<file path="config.mk">
export PLATFORM = sky130hd
export DESIGN_NAME = bst_tap
export DESIGN_NICKNAME = d
export VERILOG_FILES = /design/src/logic/bst_pkg.sv /design/src/logic/bst_tap.sv /design/src/logic/bst_edge_sync.sv
export SDC_FILE = /design/constraint.sdc
export NUM_CORES = 1
export LEC_CHECK = 0
export BUFFER_PORTS_ARGS = -buffer_cell sky130_fd_sc_hd__buf_2
export CAP_MARGIN = 20
export CORE_UTILIZATION = 57
export DETAILED_ROUTE_END_ITERATION = 8
export PLACE_DENSITY = 0.89
export SLEW_MARGIN = 15
export SYNTH_ARGS = -nofsm -noshare
export SYNTH_HDL_FRONTEND = slang
export SYNTH_SLANG_ARGS = --single-unit
</file>
<file path="constraint.sdc">
create_clock -name clock_in -period 3.56 [get_ports clock_in]
set_input_delay 0.712 -clock clock_in [delete_from_list [all_inputs] [get_ports clock_in]]
set_output_delay 0.712 -clock clock_in [all_outputs]
set_load 0.05 [all_outputs]
</file>
<file path="src/logic/bst_pkg.sv">
// Constants and types of the boundary scan test port
package bst_pkg;
    localparam int IR_W = 4;
    localparam int BSR_W = 24;
    localparam int ID_W = 32;
    localparam int ADDR_W = 7;
    localparam int DATA_W = 8;
    localparam int WR_W = ADDR_W + DATA_W;
    localparam int TRST_ONES = 5;
    localparam logic [IR_W-1:0] IR_BYPASS = 4'h0;
    localparam logic [IR_W-1:0] IR_SAMPLE = 4'h1;
    localparam logic [IR_W-1:0] IR_IDCODE = 4'h2;
    localparam logic [IR_W-1:0] IR_USER = 4'h3;
    localparam logic [IR_W-1:0] IR_CLAMP = 4'h4;
    localparam logic [IR_W-1:0] IR_HIGHZ = 4'h5;
    localparam logic [IR_W-1:0] IR_EXTEST = 4'h7;
    localparam logic [IR_W-1:0] IR_IFSW = 4'h8;
    localparam logic [IR_W-1:0] IR_REGRD = 4'h9;
    localparam logic [IR_W-1:0] IR_REGWR = 4'ha;
    localparam logic [IR_W-1:0] IR_CAPT = 4'h1;
    // Identity values are arbitrary
    localparam logic [ID_W-1:0] ID_VALUE = 32'h1234_5679;
    localparam logic [ID_W-1:0] USER_VALUE = 32'h0000_0000;
    typedef enum logic [3:0] {
        ST_RESET = 4'h0, ST_IDLE = 4'h1, ST_SEL_DR = 4'h2, ST_CAP_DR = 4'h3,
        ST_SH_DR = 4'h4, ST_EX1_DR = 4'h5, ST_PA_DR = 4'h6, ST_EX2_DR = 4'h7,
        ST_UP_DR = 4'h8, ST_SEL_IR = 4'h9, ST_CAP_IR = 4'ha, ST_SH_IR = 4'hb,
        ST_EX1_IR = 4'hc, ST_PA_IR = 4'hd, ST_EX2_IR = 4'he, ST_UP_IR = 4'hf
    } bst_state_t;
endpackage

</file>
<file path="src/logic/bst_tap.sv">
// Test access port controller, instruction decoder and data chains
`timescale 1ns/1ps
`default_nettype none
module bst_tap
    import bst_pkg::*;
(
    input wire logic clock_in,
    input wire logic rst_n_in,
    input wire logic tck_in,
    input wire logic tms_in,
    input wire logic tdi_in,
    output logic tdo_out,
    output logic tdo_oe_n_out,
    input wire logic [bst_pkg::BSR_W-1:0] pin_in_in,
    output logic [bst_pkg::BSR_W-1:0] pin_out_out,
    output logic test_override_out,
    output logic host_if_off_out,
    output logic [bst_pkg::ADDR_W-1:0] reg_addr_out,
    output logic reg_wr_out,
    output logic [bst_pkg::DATA_W-1:0] reg_wdata_out,
    input wire logic [bst_pkg::DATA_W-1:0] reg_rdata_in
);
    import bst_pkg::*;

    logic tck_rise, tck_fall, tms_s, tdi_s;
    bst_state_t state_ff, nxt_state;
    logic [IR_W-1:0] ir_ff, nxt_ir, irs_ff, nxt_irs;
    logic [ID_W-1:0] dr_ff, nxt_dr;
    logic [BSR_W-1:0] upd_ff, nxt_upd;
    logic ifsw_ff, nxt_ifsw;
    logic [ADDR_W-1:0] addr_ff, nxt_addr;
    logic wr_ff, nxt_wr;
    logic [DATA_W-1:0] wdata_ff, nxt_wdata;
    logic tdo_ff, nxt_tdo, oen_ff, nxt_oen;
    logic [BSR_W-1:0] pin_meta_ff, nxt_pin_meta, pin_sync_ff, nxt_pin_sync;
    logic [2:0] ones_ff, nxt_ones;

    bst_edge_sync u_sync (
        .clock_in(clock_in),
        .rst_n_in(rst_n_in),
        .tck_in(tck_in),
        .tms_in(tms_in),
        .tdi_in(tdi_in),
        .tck_rise_out(tck_rise),
        .tck_fall_out(tck_fall),
        .tms_out(tms_s),
        .tdi_out(tdi_s)
    );

    // Length of the chain the instruction selects
    function automatic int chain_len(input logic [IR_W-1:0] ins);
        case (ins)
            IR_SAMPLE, IR_EXTEST: chain_len = BSR_W;
            IR_IDCODE, IR_USER: chain_len = ID_W;
            IR_IFSW, IR_BYPASS, IR_CLAMP, IR_HIGHZ: chain_len = 1;
            IR_REGRD, IR_REGWR: chain_len = WR_W;
            default: chain_len = 1;
        endcase
    endfunction

    always_comb begin
        nxt_state = state_ff;
        if (tck_rise) begin
            case (state_ff)
                ST_RESET: nxt_state = tms_s ? ST_RESET : ST_IDLE;
                ST_IDLE: nxt_state = tms_s ? ST_SEL_DR : ST_IDLE;
                ST_SEL_DR: nxt_state = tms_s ? ST_SEL_IR : ST_CAP_DR;
                ST_CAP_DR: nxt_state = tms_s ? ST_EX1_DR : ST_SH_DR;
                ST_SH_DR: nxt_state = tms_s ? ST_EX1_DR : ST_SH_DR;
                ST_EX1_DR: nxt_state = tms_s ? ST_UP_DR : ST_PA_DR;
                ST_PA_DR: nxt_state = tms_s ? ST_EX2_DR : ST_PA_DR;
                ST_EX2_DR: nxt_state = tms_s ? ST_UP_DR : ST_SH_DR;
                ST_UP_DR: nxt_state = tms_s ? ST_SEL_DR : ST_IDLE;
                ST_SEL_IR: nxt_state = tms_s ? ST_RESET : ST_CAP_IR;
                ST_CAP_IR: nxt_state = tms_s ? ST_EX1_IR : ST_SH_IR;
                ST_SH_IR: nxt_state = tms_s ? ST_EX1_IR : ST_SH_IR;
                ST_EX1_IR: nxt_state = tms_s ? ST_UP_IR : ST_PA_IR;
                ST_PA_IR: nxt_state = tms_s ? ST_EX2_IR : ST_PA_IR;
                ST_EX2_IR: nxt_state = tms_s ? ST_UP_IR : ST_SH_IR;
                ST_UP_IR: nxt_state = tms_s ? ST_SEL_DR : ST_IDLE;
                default: nxt_state = ST_RESET;
            endcase
        end
    end

    always_comb begin
        int len;
        len = chain_len(ir_ff);
        nxt_ir = ir_ff;
        nxt_irs = irs_ff;
        nxt_dr = dr_ff;
        nxt_upd = upd_ff;
        nxt_ifsw = ifsw_ff;
        nxt_addr = addr_ff;
        nxt_wr = 1'b0;
        nxt_wdata = wdata_ff;
        if (tck_rise) begin
            case (state_ff)
                ST_RESET: begin
                    nxt_ir = IR_IDCODE;
                    nxt_ifsw = 1'b0;
                end
                ST_CAP_IR: nxt_irs = IR_CAPT;
                ST_SH_IR: nxt_irs = {tdi_s, irs_ff[IR_W-1:1]};
                ST_UP_IR: nxt_ir = irs_ff;
                ST_CAP_DR: begin
                    nxt_dr = '0;
                    case (ir_ff)
                        IR_SAMPLE, IR_EXTEST: nxt_dr[BSR_W-1:0] = pin_sync_ff;
                        IR_IDCODE: nxt_dr = ID_VALUE;
                        IR_USER: nxt_dr = USER_VALUE;
                        // Read data rides above the current address
                        IR_REGRD: nxt_dr[WR_W-1:0] = {reg_rdata_in, addr_ff};
                        IR_REGWR: begin
                            // Address in low bits, data above
                            if (ifsw_ff) begin
                                nxt_wr = 1'b1;
                                nxt_wdata = dr_ff[WR_W-1:ADDR_W];
                                nxt_addr = dr_ff[ADDR_W-1:0];
                            end
                        end
                        default: nxt_dr = '0;
                    endcase
                end
                ST_SH_DR: begin
                    nxt_dr = dr_ff >> 1;
                    nxt_dr[len-1] = tdi_s;
                end
                ST_UP_DR: begin
                    case (ir_ff)
                        IR_SAMPLE, IR_EXTEST: nxt_upd = dr_ff[BSR_W-1:0];
                        IR_IFSW: nxt_ifsw = dr_ff[0];
                        IR_REGRD: nxt_addr = dr_ff[ADDR_W-1:0];
                        default: nxt_upd = upd_ff;
                    endcase
                end
                default: nxt_ir = ir_ff;
            endcase
        end
    end

    always_comb begin
        nxt_tdo = tdo_ff;
        nxt_oen = oen_ff;
        if (tck_fall) begin
            nxt_oen = !(state_ff == ST_SH_DR || state_ff == ST_SH_IR);
            if (state_ff == ST_SH_IR) begin
                nxt_tdo = irs_ff[0];
            end else if (state_ff == ST_SH_DR) begin
                nxt_tdo = (ir_ff == IR_REGWR) ? 1'b0 : dr_ff[0];
            end
        end
    end

    always_ff @(posedge clock_in or negedge rst_n_in) begin
        if (!rst_n_in) begin
            state_ff <= ST_RESET;
            ir_ff <= IR_IDCODE;
            irs_ff <= IR_CAPT;
            dr_ff <= '0;
            upd_ff <= '0;
            ifsw_ff <= 1'b0;
            addr_ff <= '0;
            wr_ff <= 1'b0;
            wdata_ff <= '0;
            tdo_ff <= 1'b0;
            oen_ff <= 1'b1;
        end else begin
            state_ff <= nxt_state;
            ir_ff <= nxt_ir;
            irs_ff <= nxt_irs;
            dr_ff <= nxt_dr;
            upd_ff <= nxt_upd;
            ifsw_ff <= nxt_ifsw;
            addr_ff <= nxt_addr;
            wr_ff <= nxt_wr;
            wdata_ff <= nxt_wdata;
            tdo_ff <= nxt_tdo;
            oen_ff <= nxt_oen;
        end
    end

    // Pins follow the update latch under extest, clamp or highz
    assign test_override_out = (ir_ff == IR_EXTEST) || (ir_ff == IR_CLAMP)
        || (ir_ff == IR_HIGHZ);
    assign pin_out_out = upd_ff;
    assign host_if_off_out = ifsw_ff;
    assign reg_addr_out = addr_ff;
    assign reg_wr_out = wr_ff;
    assign reg_wdata_out = wdata_ff;
    assign tdo_out = tdo_ff;
    assign tdo_oe_n_out = oen_ff;

    // Boundary pins are asynchronous; mode-high run counter for the reset check
    always_comb begin
        nxt_pin_meta = pin_in_in;
        nxt_pin_sync = pin_meta_ff;
        nxt_ones = ones_ff;
        if (tck_rise) begin
            if (!tms_s) begin
                nxt_ones = 3'h0;
            end else if (ones_ff != 3'(TRST_ONES)) begin
                nxt_ones = ones_ff + 3'h1;
            end
        end
    end

    always_ff @(posedge clock_in or negedge rst_n_in) begin
        if (!rst_n_in) begin
            pin_meta_ff <= '0;
            pin_sync_ff <= '0;
            ones_ff <= 3'h0;
        end else begin
            pin_meta_ff <= nxt_pin_meta;
            pin_sync_ff <= nxt_pin_sync;
            ones_ff <= nxt_ones;
        end
    end

    chk_five_ones_reset: assert property (@(posedge clock_in) disable iff (!rst_n_in)
        ones_ff == 3'(TRST_ONES) |-> state_ff == ST_RESET) else $error("five ones missed reset");
    chk_reset_loads_id: assert property (@(posedge clock_in) disable iff (!rst_n_in)
        state_ff == ST_RESET && tck_rise |=> ir_ff == IR_IDCODE) else $error("ir not idcode");
    chk_static_clock_hold: assert property (@(posedge clock_in) disable iff (!rst_n_in)
        !tck_rise |=> $stable(state_ff) && $stable(ir_ff) && $stable(dr_ff))
        else $error("state moved without clock");
    chk_tdo_on_fall: assert property (@(posedge clock_in) disable iff (!rst_n_in)
        !$past(tck_fall) |-> $stable(tdo_out) && $stable(tdo_oe_n_out))
        else $error("tdo moved off falling edge");
    chk_tdo_idle_off: assert property (@(posedge clock_in) disable iff (!rst_n_in)
        tck_fall && state_ff == ST_IDLE |=> tdo_oe_n_out) else $error("tdo driven idle");
    chk_ifsw_update: assert property (@(posedge clock_in) disable iff (!rst_n_in)
        tck_rise && state_ff == ST_UP_DR && ir_ff == IR_IFSW |=> host_if_off_out == $past(dr_ff[0]))
        else $error("interface switch not applied");
    chk_write_pulse: assert property (@(posedge clock_in) disable iff (!rst_n_in)
        reg_wr_out |-> $past(state_ff) == ST_CAP_DR && ir_ff == IR_REGWR)
        else $error("stray register write");
    chk_read_capture: assert property (@(posedge clock_in) disable iff (!rst_n_in)
        tck_rise && state_ff == ST_CAP_DR && ir_ff == IR_REGRD |=> dr_ff[ADDR_W-1:0] == reg_addr_out)
        else $error("read address not captured");
    chk_ir_shift: assert property (@(posedge clock_in) disable iff (!rst_n_in)
        tck_rise && state_ff == ST_SH_IR |=> irs_ff[IR_W-1] == $past(tdi_s))
        else $error("ir shift lost data in");
endmodule
`default_nettype wire

</file>
<file path="src/logic/bst_edge_sync.sv">
// Two-flop synchroniser with rise and fall detection for the test pins
`timescale 1ns/1ps
`default_nettype none
module bst_edge_sync (
    input wire logic clock_in,
    input wire logic rst_n_in,
    input wire logic tck_in,
    input wire logic tms_in,
    input wire logic tdi_in,
    output logic tck_rise_out,
    output logic tck_fall_out,
    output logic tms_out,
    output logic tdi_out
);
    logic [2:0] meta_ff, nxt_meta;
    logic [2:0] sync_ff, nxt_sync;
    logic tck_old_ff, nxt_tck_old;

    always_comb begin
        nxt_meta = {tck_in, tms_in, tdi_in};
        nxt_sync = meta_ff;
        nxt_tck_old = sync_ff[2];
    end

    always_ff @(posedge clock_in or negedge rst_n_in) begin
        if (!rst_n_in) begin
            // Pins idle high through their pull-ups
            meta_ff <= '1;
            sync_ff <= '1;
            tck_old_ff <= 1'b1;
        end else begin
            meta_ff <= nxt_meta;
            sync_ff <= nxt_sync;
            tck_old_ff <= nxt_tck_old;
        end
    end

    assign tck_rise_out = sync_ff[2] & ~tck_old_ff;
    assign tck_fall_out = ~sync_ff[2] & tck_old_ff;
    assign tms_out = sync_ff[1];
    assign tdi_out = sync_ff[0];
endmodule
`default_nettype wire

</file>
# == Yosys cells after proc, flatten, opt, wreduce, memory -nomap -nowiden ==
# Memories as Yosys holds them, arrays and structs flattened.
# Index checks and enable logic that the tools add are counted.
# op_classes
n_lt_le_gt_ge,2
addsub,1
bitwise,4
n_reduce_logical,24
muxes,35
n_eq_ne,27
# op_table
op,n
one-hot mux 32 bit (2 select lines),1
one-hot mux 4 bit (12 select lines),1
one-hot mux 15 bit (3 select lines),1
"== test 4 bit, second input constant",11
bitwise mux 32 bit,1
"greater-or-equal comparator 32 x 1 -> 1 bit, second input constant",1
"less-than comparator 32 x 7 -> 1 bit, second input constant",1
"subtractor 32 x 2 -> 32 bit, second input constant",1
"== test 4 x 3 -> 1 bit, second input constant",7
two-way mux 7 bit,3
one-hot mux 9 bit (2 select lines),1
two-way mux 4 bit,4
one-hot mux 4 bit (2 select lines),2
one-hot mux 7 bit (2 select lines),1
"== test 4 x 2 -> 1 bit, second input constant",3
two-way mux 1 bit,12
nonzero test 2 bit,6
"== test 4 x 1 -> 1 bit, second input constant",2
AND reduction 2 bit,4
two-way mux 2 bit,3
two-way mux 3 bit,2
"inequality test 2 bit, second input constant",3
AND reduction 3 bit,2
OR reduction 2 bit,3
13 further kinds,17
# word_totals
ff_bits,142
wordCells,110
inputBits,37
mem_count,1
rom_bits,96
# mem_list
memory,words,word_bits,rd,rd_ports_with_merged_regs,write_ports,line,rtl
(name not given),16,6,1,0,0,bst_tap.sv:52,case (ins)

# == Longest topological paths before layout ==
# An unclocked memory read counts as a cell.
# depth
word_depth,8
mapped_depth,12
depth_no_buf,11

# == Hierarchy ==
# A second synthesis with hierarchy kept.
# hier_totals
hier_cells,493
hier_area_um2,5798.1
# modules_own_cells
mod,area_per_inst_um2,cells_each,n_inst
bst_tap,5599.1,484,1
bst_edge_sync,198.9,9,1

# == Worst setup path after synthesis ==
# OpenSTA, ideal clock, no wires.
# synth_timing
path_kind,register -> register
start,reg ir_ff[1]
end,reg dr_ff[16]
synth_period_minus_slack_ps,2770
stages_incl_launch_ff,12
arrival_ps,2701
setup_time_ps,69
slack_ps,790
path_cell_list,dfstp_2 > ha_1 > nand2_1 > a21oi_4 > buf_2 > nor2_1 > ha_1 > and2b_1 > o311ai_1 > o21bai_2 > or4_1 > nand3_1
# synth_between
elab_chain_len,8
word_cells_on_any_way,14
classes_between,add/sub (1); order compare (2); eq/ne (3); mux (5); reduce/logical (2); memory (1)
# synth_rtl
element,line,rtl
"start, declared",bst_tap.sv:27,"logic [IR_W-1:0] ir_ff, nxt_ir, irs_ff, nxt_irs;"
"start signal, assigned",bst_tap.sv:170,ir_ff <= nxt_ir;
memory read (16 x 6 bit),--,
subtractor 32 x 2 -> 32 bit,bst_tap.sv:127,nxt_dr[len-1] = tdi_s;
greater-or-equal comparator 32 x 1 -> 1 bit (implied by the code) or less-than comparator 32 x 7 -> 1 bit (tied branches),bst_tap.sv:127,
logical AND 1 bit (implied by the code),bst_tap.sv:127,
two-way mux 1 bit (implied by the code),bst_tap.sv:127,
demux 1 bit (select 5 bit),bst_tap.sv:127,
bitwise mux 32 bit,bst_tap.sv:127,
one-hot mux 32 bit (2 select lines) *,bst_tap.sv:98,case (state_ff)
"end signal, assigned",bst_tap.sv:172,dr_ff <= nxt_dr;
"end, declared",bst_tap.sv:28,"logic [ID_W-1:0] dr_ff, nxt_dr;"
# Every way passes the cells marked *; elsewhere a longest branch is shown, timed or not.
# A chain may end at the register's enable or synchronous reset.

# == Worst setup path in the final report ==
# Same ends and word-level chain as after synthesis.

==> flow_summary.json <==
{
  "start_kind": "flip-flop",
  "die_height_microns": 103,
  "layout-drive-gt1-share_pct": 29.0,
  "drv_slew": 0,
  "dr.pass1.iters": 5,
  "syn_inst": 457,
  "required_ns": 4.01,
  "synth-edff-count": 0,
  "cts.sinks": 142,
  "core_region_area_sq_um": 9770,
  "pwr-share-comb_pct": 17.2,
  "dpl_cell_area_sq_um": 6280,
  "ys_warn_count": 0,
  "clk_pin_slew_ns": 0.06,
  "worst_pin_slew_ns": 1.11,
  "cp.arrival_ns": 3.52,
  "worstRegToRegCells": 10,
  "wl_per_cell_microns": 18.9,
  "fin_area_sq_um": 6820,
  "hp-class": "primary input to asynchronous set/reset pin",
  "syn-cell-area_sq_um": 5770,
  "rrSetupSlack_ns": 0.49,
  "drt_wl_total_mm": 12.9,
  "hold_violations": 0,
  "layout_common_cells": "dfrtp_1 (132), buf_2 (79), nand2_1 (43)",
  "layout_min_cycle_time_ns": 3.07,
  "grt_usage_pct": 26.8,
  "clk-insertion-delay-late_ns": 0.52,
  "holdWs_ns": 0.232,
  "start_util_pct": 59.0,
  "antenna_found_initial": 0,
  "p_clk_share_pct": 35.7,
  "ys_seq_area_share_pct": 61.8,
  "cp-end-kind": "flip-flop",
  "drv_cap": 0,
  "areaGrowthSynthToFinish_pct": 18.2,
  "synth_nets": 501,
  "ys_types": 67,
  "first_iter_violations": 295,
  "p_seq_share_pct": 47.1,
  "cts_tree": "built",
  "setup_tns_ns": 0,
  "worstSetupPathType": "flip-flop to flip-flop",
  "vias": 4086,
  "final_common_cell": "dfrtp_1",
  "drc": 0,
  "numPortBuffers": 80,
  "timing.rr.start": "ir_ff[1]",
  "crit_start": "ir_ff[1]",
  "antenna_cells": 0,
  "synth_seq_cells": 142,
  "die_w_microns": 103,
  "intPower_uw": 3100,
  "slew_headroom_pct": 25.3,
  "syn_area_per_cell_sq_um": 12.6,
  "crit_fanout": 11,
  "grt-ovfl-total": 0,
  "fillCellCount": 642,
  "cts_buffers": 17,
  "postCtsSetupBuffers": 0,
  "grt_pass1_wl_mm": 20.7,
  "reg2reg_to": "dr_ff[16]",
  "rows": 36,
  "drt.antenna.violating_nets": 0,
  "post-dp-hpwl_mm": 8.03,
  "cts_buffer_depth": 2,
  "p_sw_uw": 1400,
  "layout_worst_path_cycle_share_pct": 86.2,
  "ctsResizeCount": 0,
  "final-setup-viol-count": 0,
  "die_area_sq_um": 10500,
  "htree_levels": 4,
  "routed_via_density": 5.99,
  "fmax_ghz": 0.326,
  "cts-hold-fix-buffers": 0,
  "p_leak_uw": 0.00333,
  "first_global_vias": 4059,
  "skew_ns": 0.00739,
  "power_density_nw_per_um2": 659,
  "p_total_uw": 4500,
  "utilization_pct": 69.8,
  "synthArstFlopShare_pct": 100,
  "root_buffer": "clkbuf_8",
  "synth_top_flop_cell": "dfrtp_1",
  "p_sw_share_pct": 31.1,
  "final_nets": 581,
  "status": "completed",
  "ioPinCount": 81,
  "grt_max_degree": 85,
  "rsz0062_at_grt": "no",
  "irDropWorstVdd_mv": 0.373,
  "gp_congestion": 0.914
}
-- final cells by class --
type                    count  area [sq um]  share of cell area [%]
flip-flops and latches    142          3570                    52.3
clock inverters            10          88.8                    1.30
clock buffers              21           449                    6.58
multi-input cells         279          2030                    29.7
inverters                   9          33.8                   0.495
well taps                 133           166                    2.44
repair buffers             88           492                    7.21
-- critical path, stage by stage, from the launching register on --
cell      delay (ns)
dfstp_2         0.58
ha_1            0.27
nand2_1         0.12
a21oi_4         0.36
nor2_1          0.08
ha_1            0.27
and2b_1         0.21
o311ai_1        0.14
o21bai_2        0.26
or4_1           0.58
nand3_1         0.12
-- cells in the mapped netlist (all sizes together), types with 6 or more instances --
| library cell | number | area share (%) |
|---|---|---|
| a22o | 7 | 1.1 |
| nor3 | 8 | 1.1 |
| clkbuf | 9 | 0.61 |
| a221o | 13 | 2.3 |
| nand2 | 45 | 3.0 |
| o21ai | 34 | 2.9 |
| mux2 | 39 | 7.6 |
| nor2 | 16 | 1.0 |
| buf | 18 | 2.1 |
| dfrtp | 132 | 57 |
| ha | 7 | 1.5 |
| dfstp | 10 | 4.6 |
| nand2b | 6 | 0.82 |
| inv | 9 | 0.59 |
| nand3 | 11 | 0.95 |
| nor2b | 7 | 0.89 |
| a21oi | 16 | 1.6 |
-- registers in the layout, indices dropped and copies added, names as in the netlist --
name / cells
dr_ff: 32
nxt_pin_sync: 24
pin_out_out: 24
pin_sync_ff: 24
reg_wdata_out: 8
reg_addr_out: 7
ir_ff: 4
irs_ff: 4
state_ff: 4
u_sync.meta_ff: 3
u_sync.sync_ff: 3
host_if_off_out: 1
reg_wr_out: 1
tdo_oe_n_out: 1
tdo_out: 1
u_sync.tck_old_ff: 1
-- cells by family after synthesis --
group | share of synthesized area [%]
compound gates | 13.1
fa+ha+maj | 1.52
buf+inv | 3.25
flops | 61.8
mux | 8.48
simple gates | 11.8
-- worst max path at each step --
| stage | to | cells after the start | slack, ns |
|---|---|---|---|
| after floorplan | dr_ff[16] | 11 | 0.79 |
| after global placement | dr_ff[16] | 10 | 0.76 |
| after detailed placement | dr_ff[16] | 11 | 0.61 |
| after CTS | dr_ff[16] | 11 | 0.54 |
| after global routing | dr_ff[16] | 10 | 0.36 |
| final | dr_ff[16] | 10 | 0.49 |
-- layer usage --
| metal | track usage, % | vias to the layer above | routed length (microns) |
|---|---|---|---|
| met1 | 34.8 | 2024 | 5290 |
| met4 | 11.6 | 0 | 264 |
| met2 | 42.1 | 218 | 6460 |
| met5 | 0 | - | 0 |
| met3 | 8.20 | 27 | 886 |
| li1 | - | 1817 | - |
-- power by group through the flow --
stage | Clock, uW | Combinational (uW) | Sequential, uW
6_report | 1600 | 773 | 2120
4_1_cts | 1620 | 764 | 2110
3_3_place_gp | 0 | 698 | 2110
3_5_place_dp | 0 | 739 | 2130
5_1_grt | 1700 | 850 | 2140
2_1_floorplan | 0 | 589 | 2010
-- through the flow --
step	cells	setup slack [ns]
2_1_floorplan	457	0.790
6_report	682	0.490
4_1_cts	682	0.544
3_3_place_gp	651	0.763
3_5_place_dp	651	0.610
5_1_grt	682	0.359
Power figures use the tool's default switching activity.
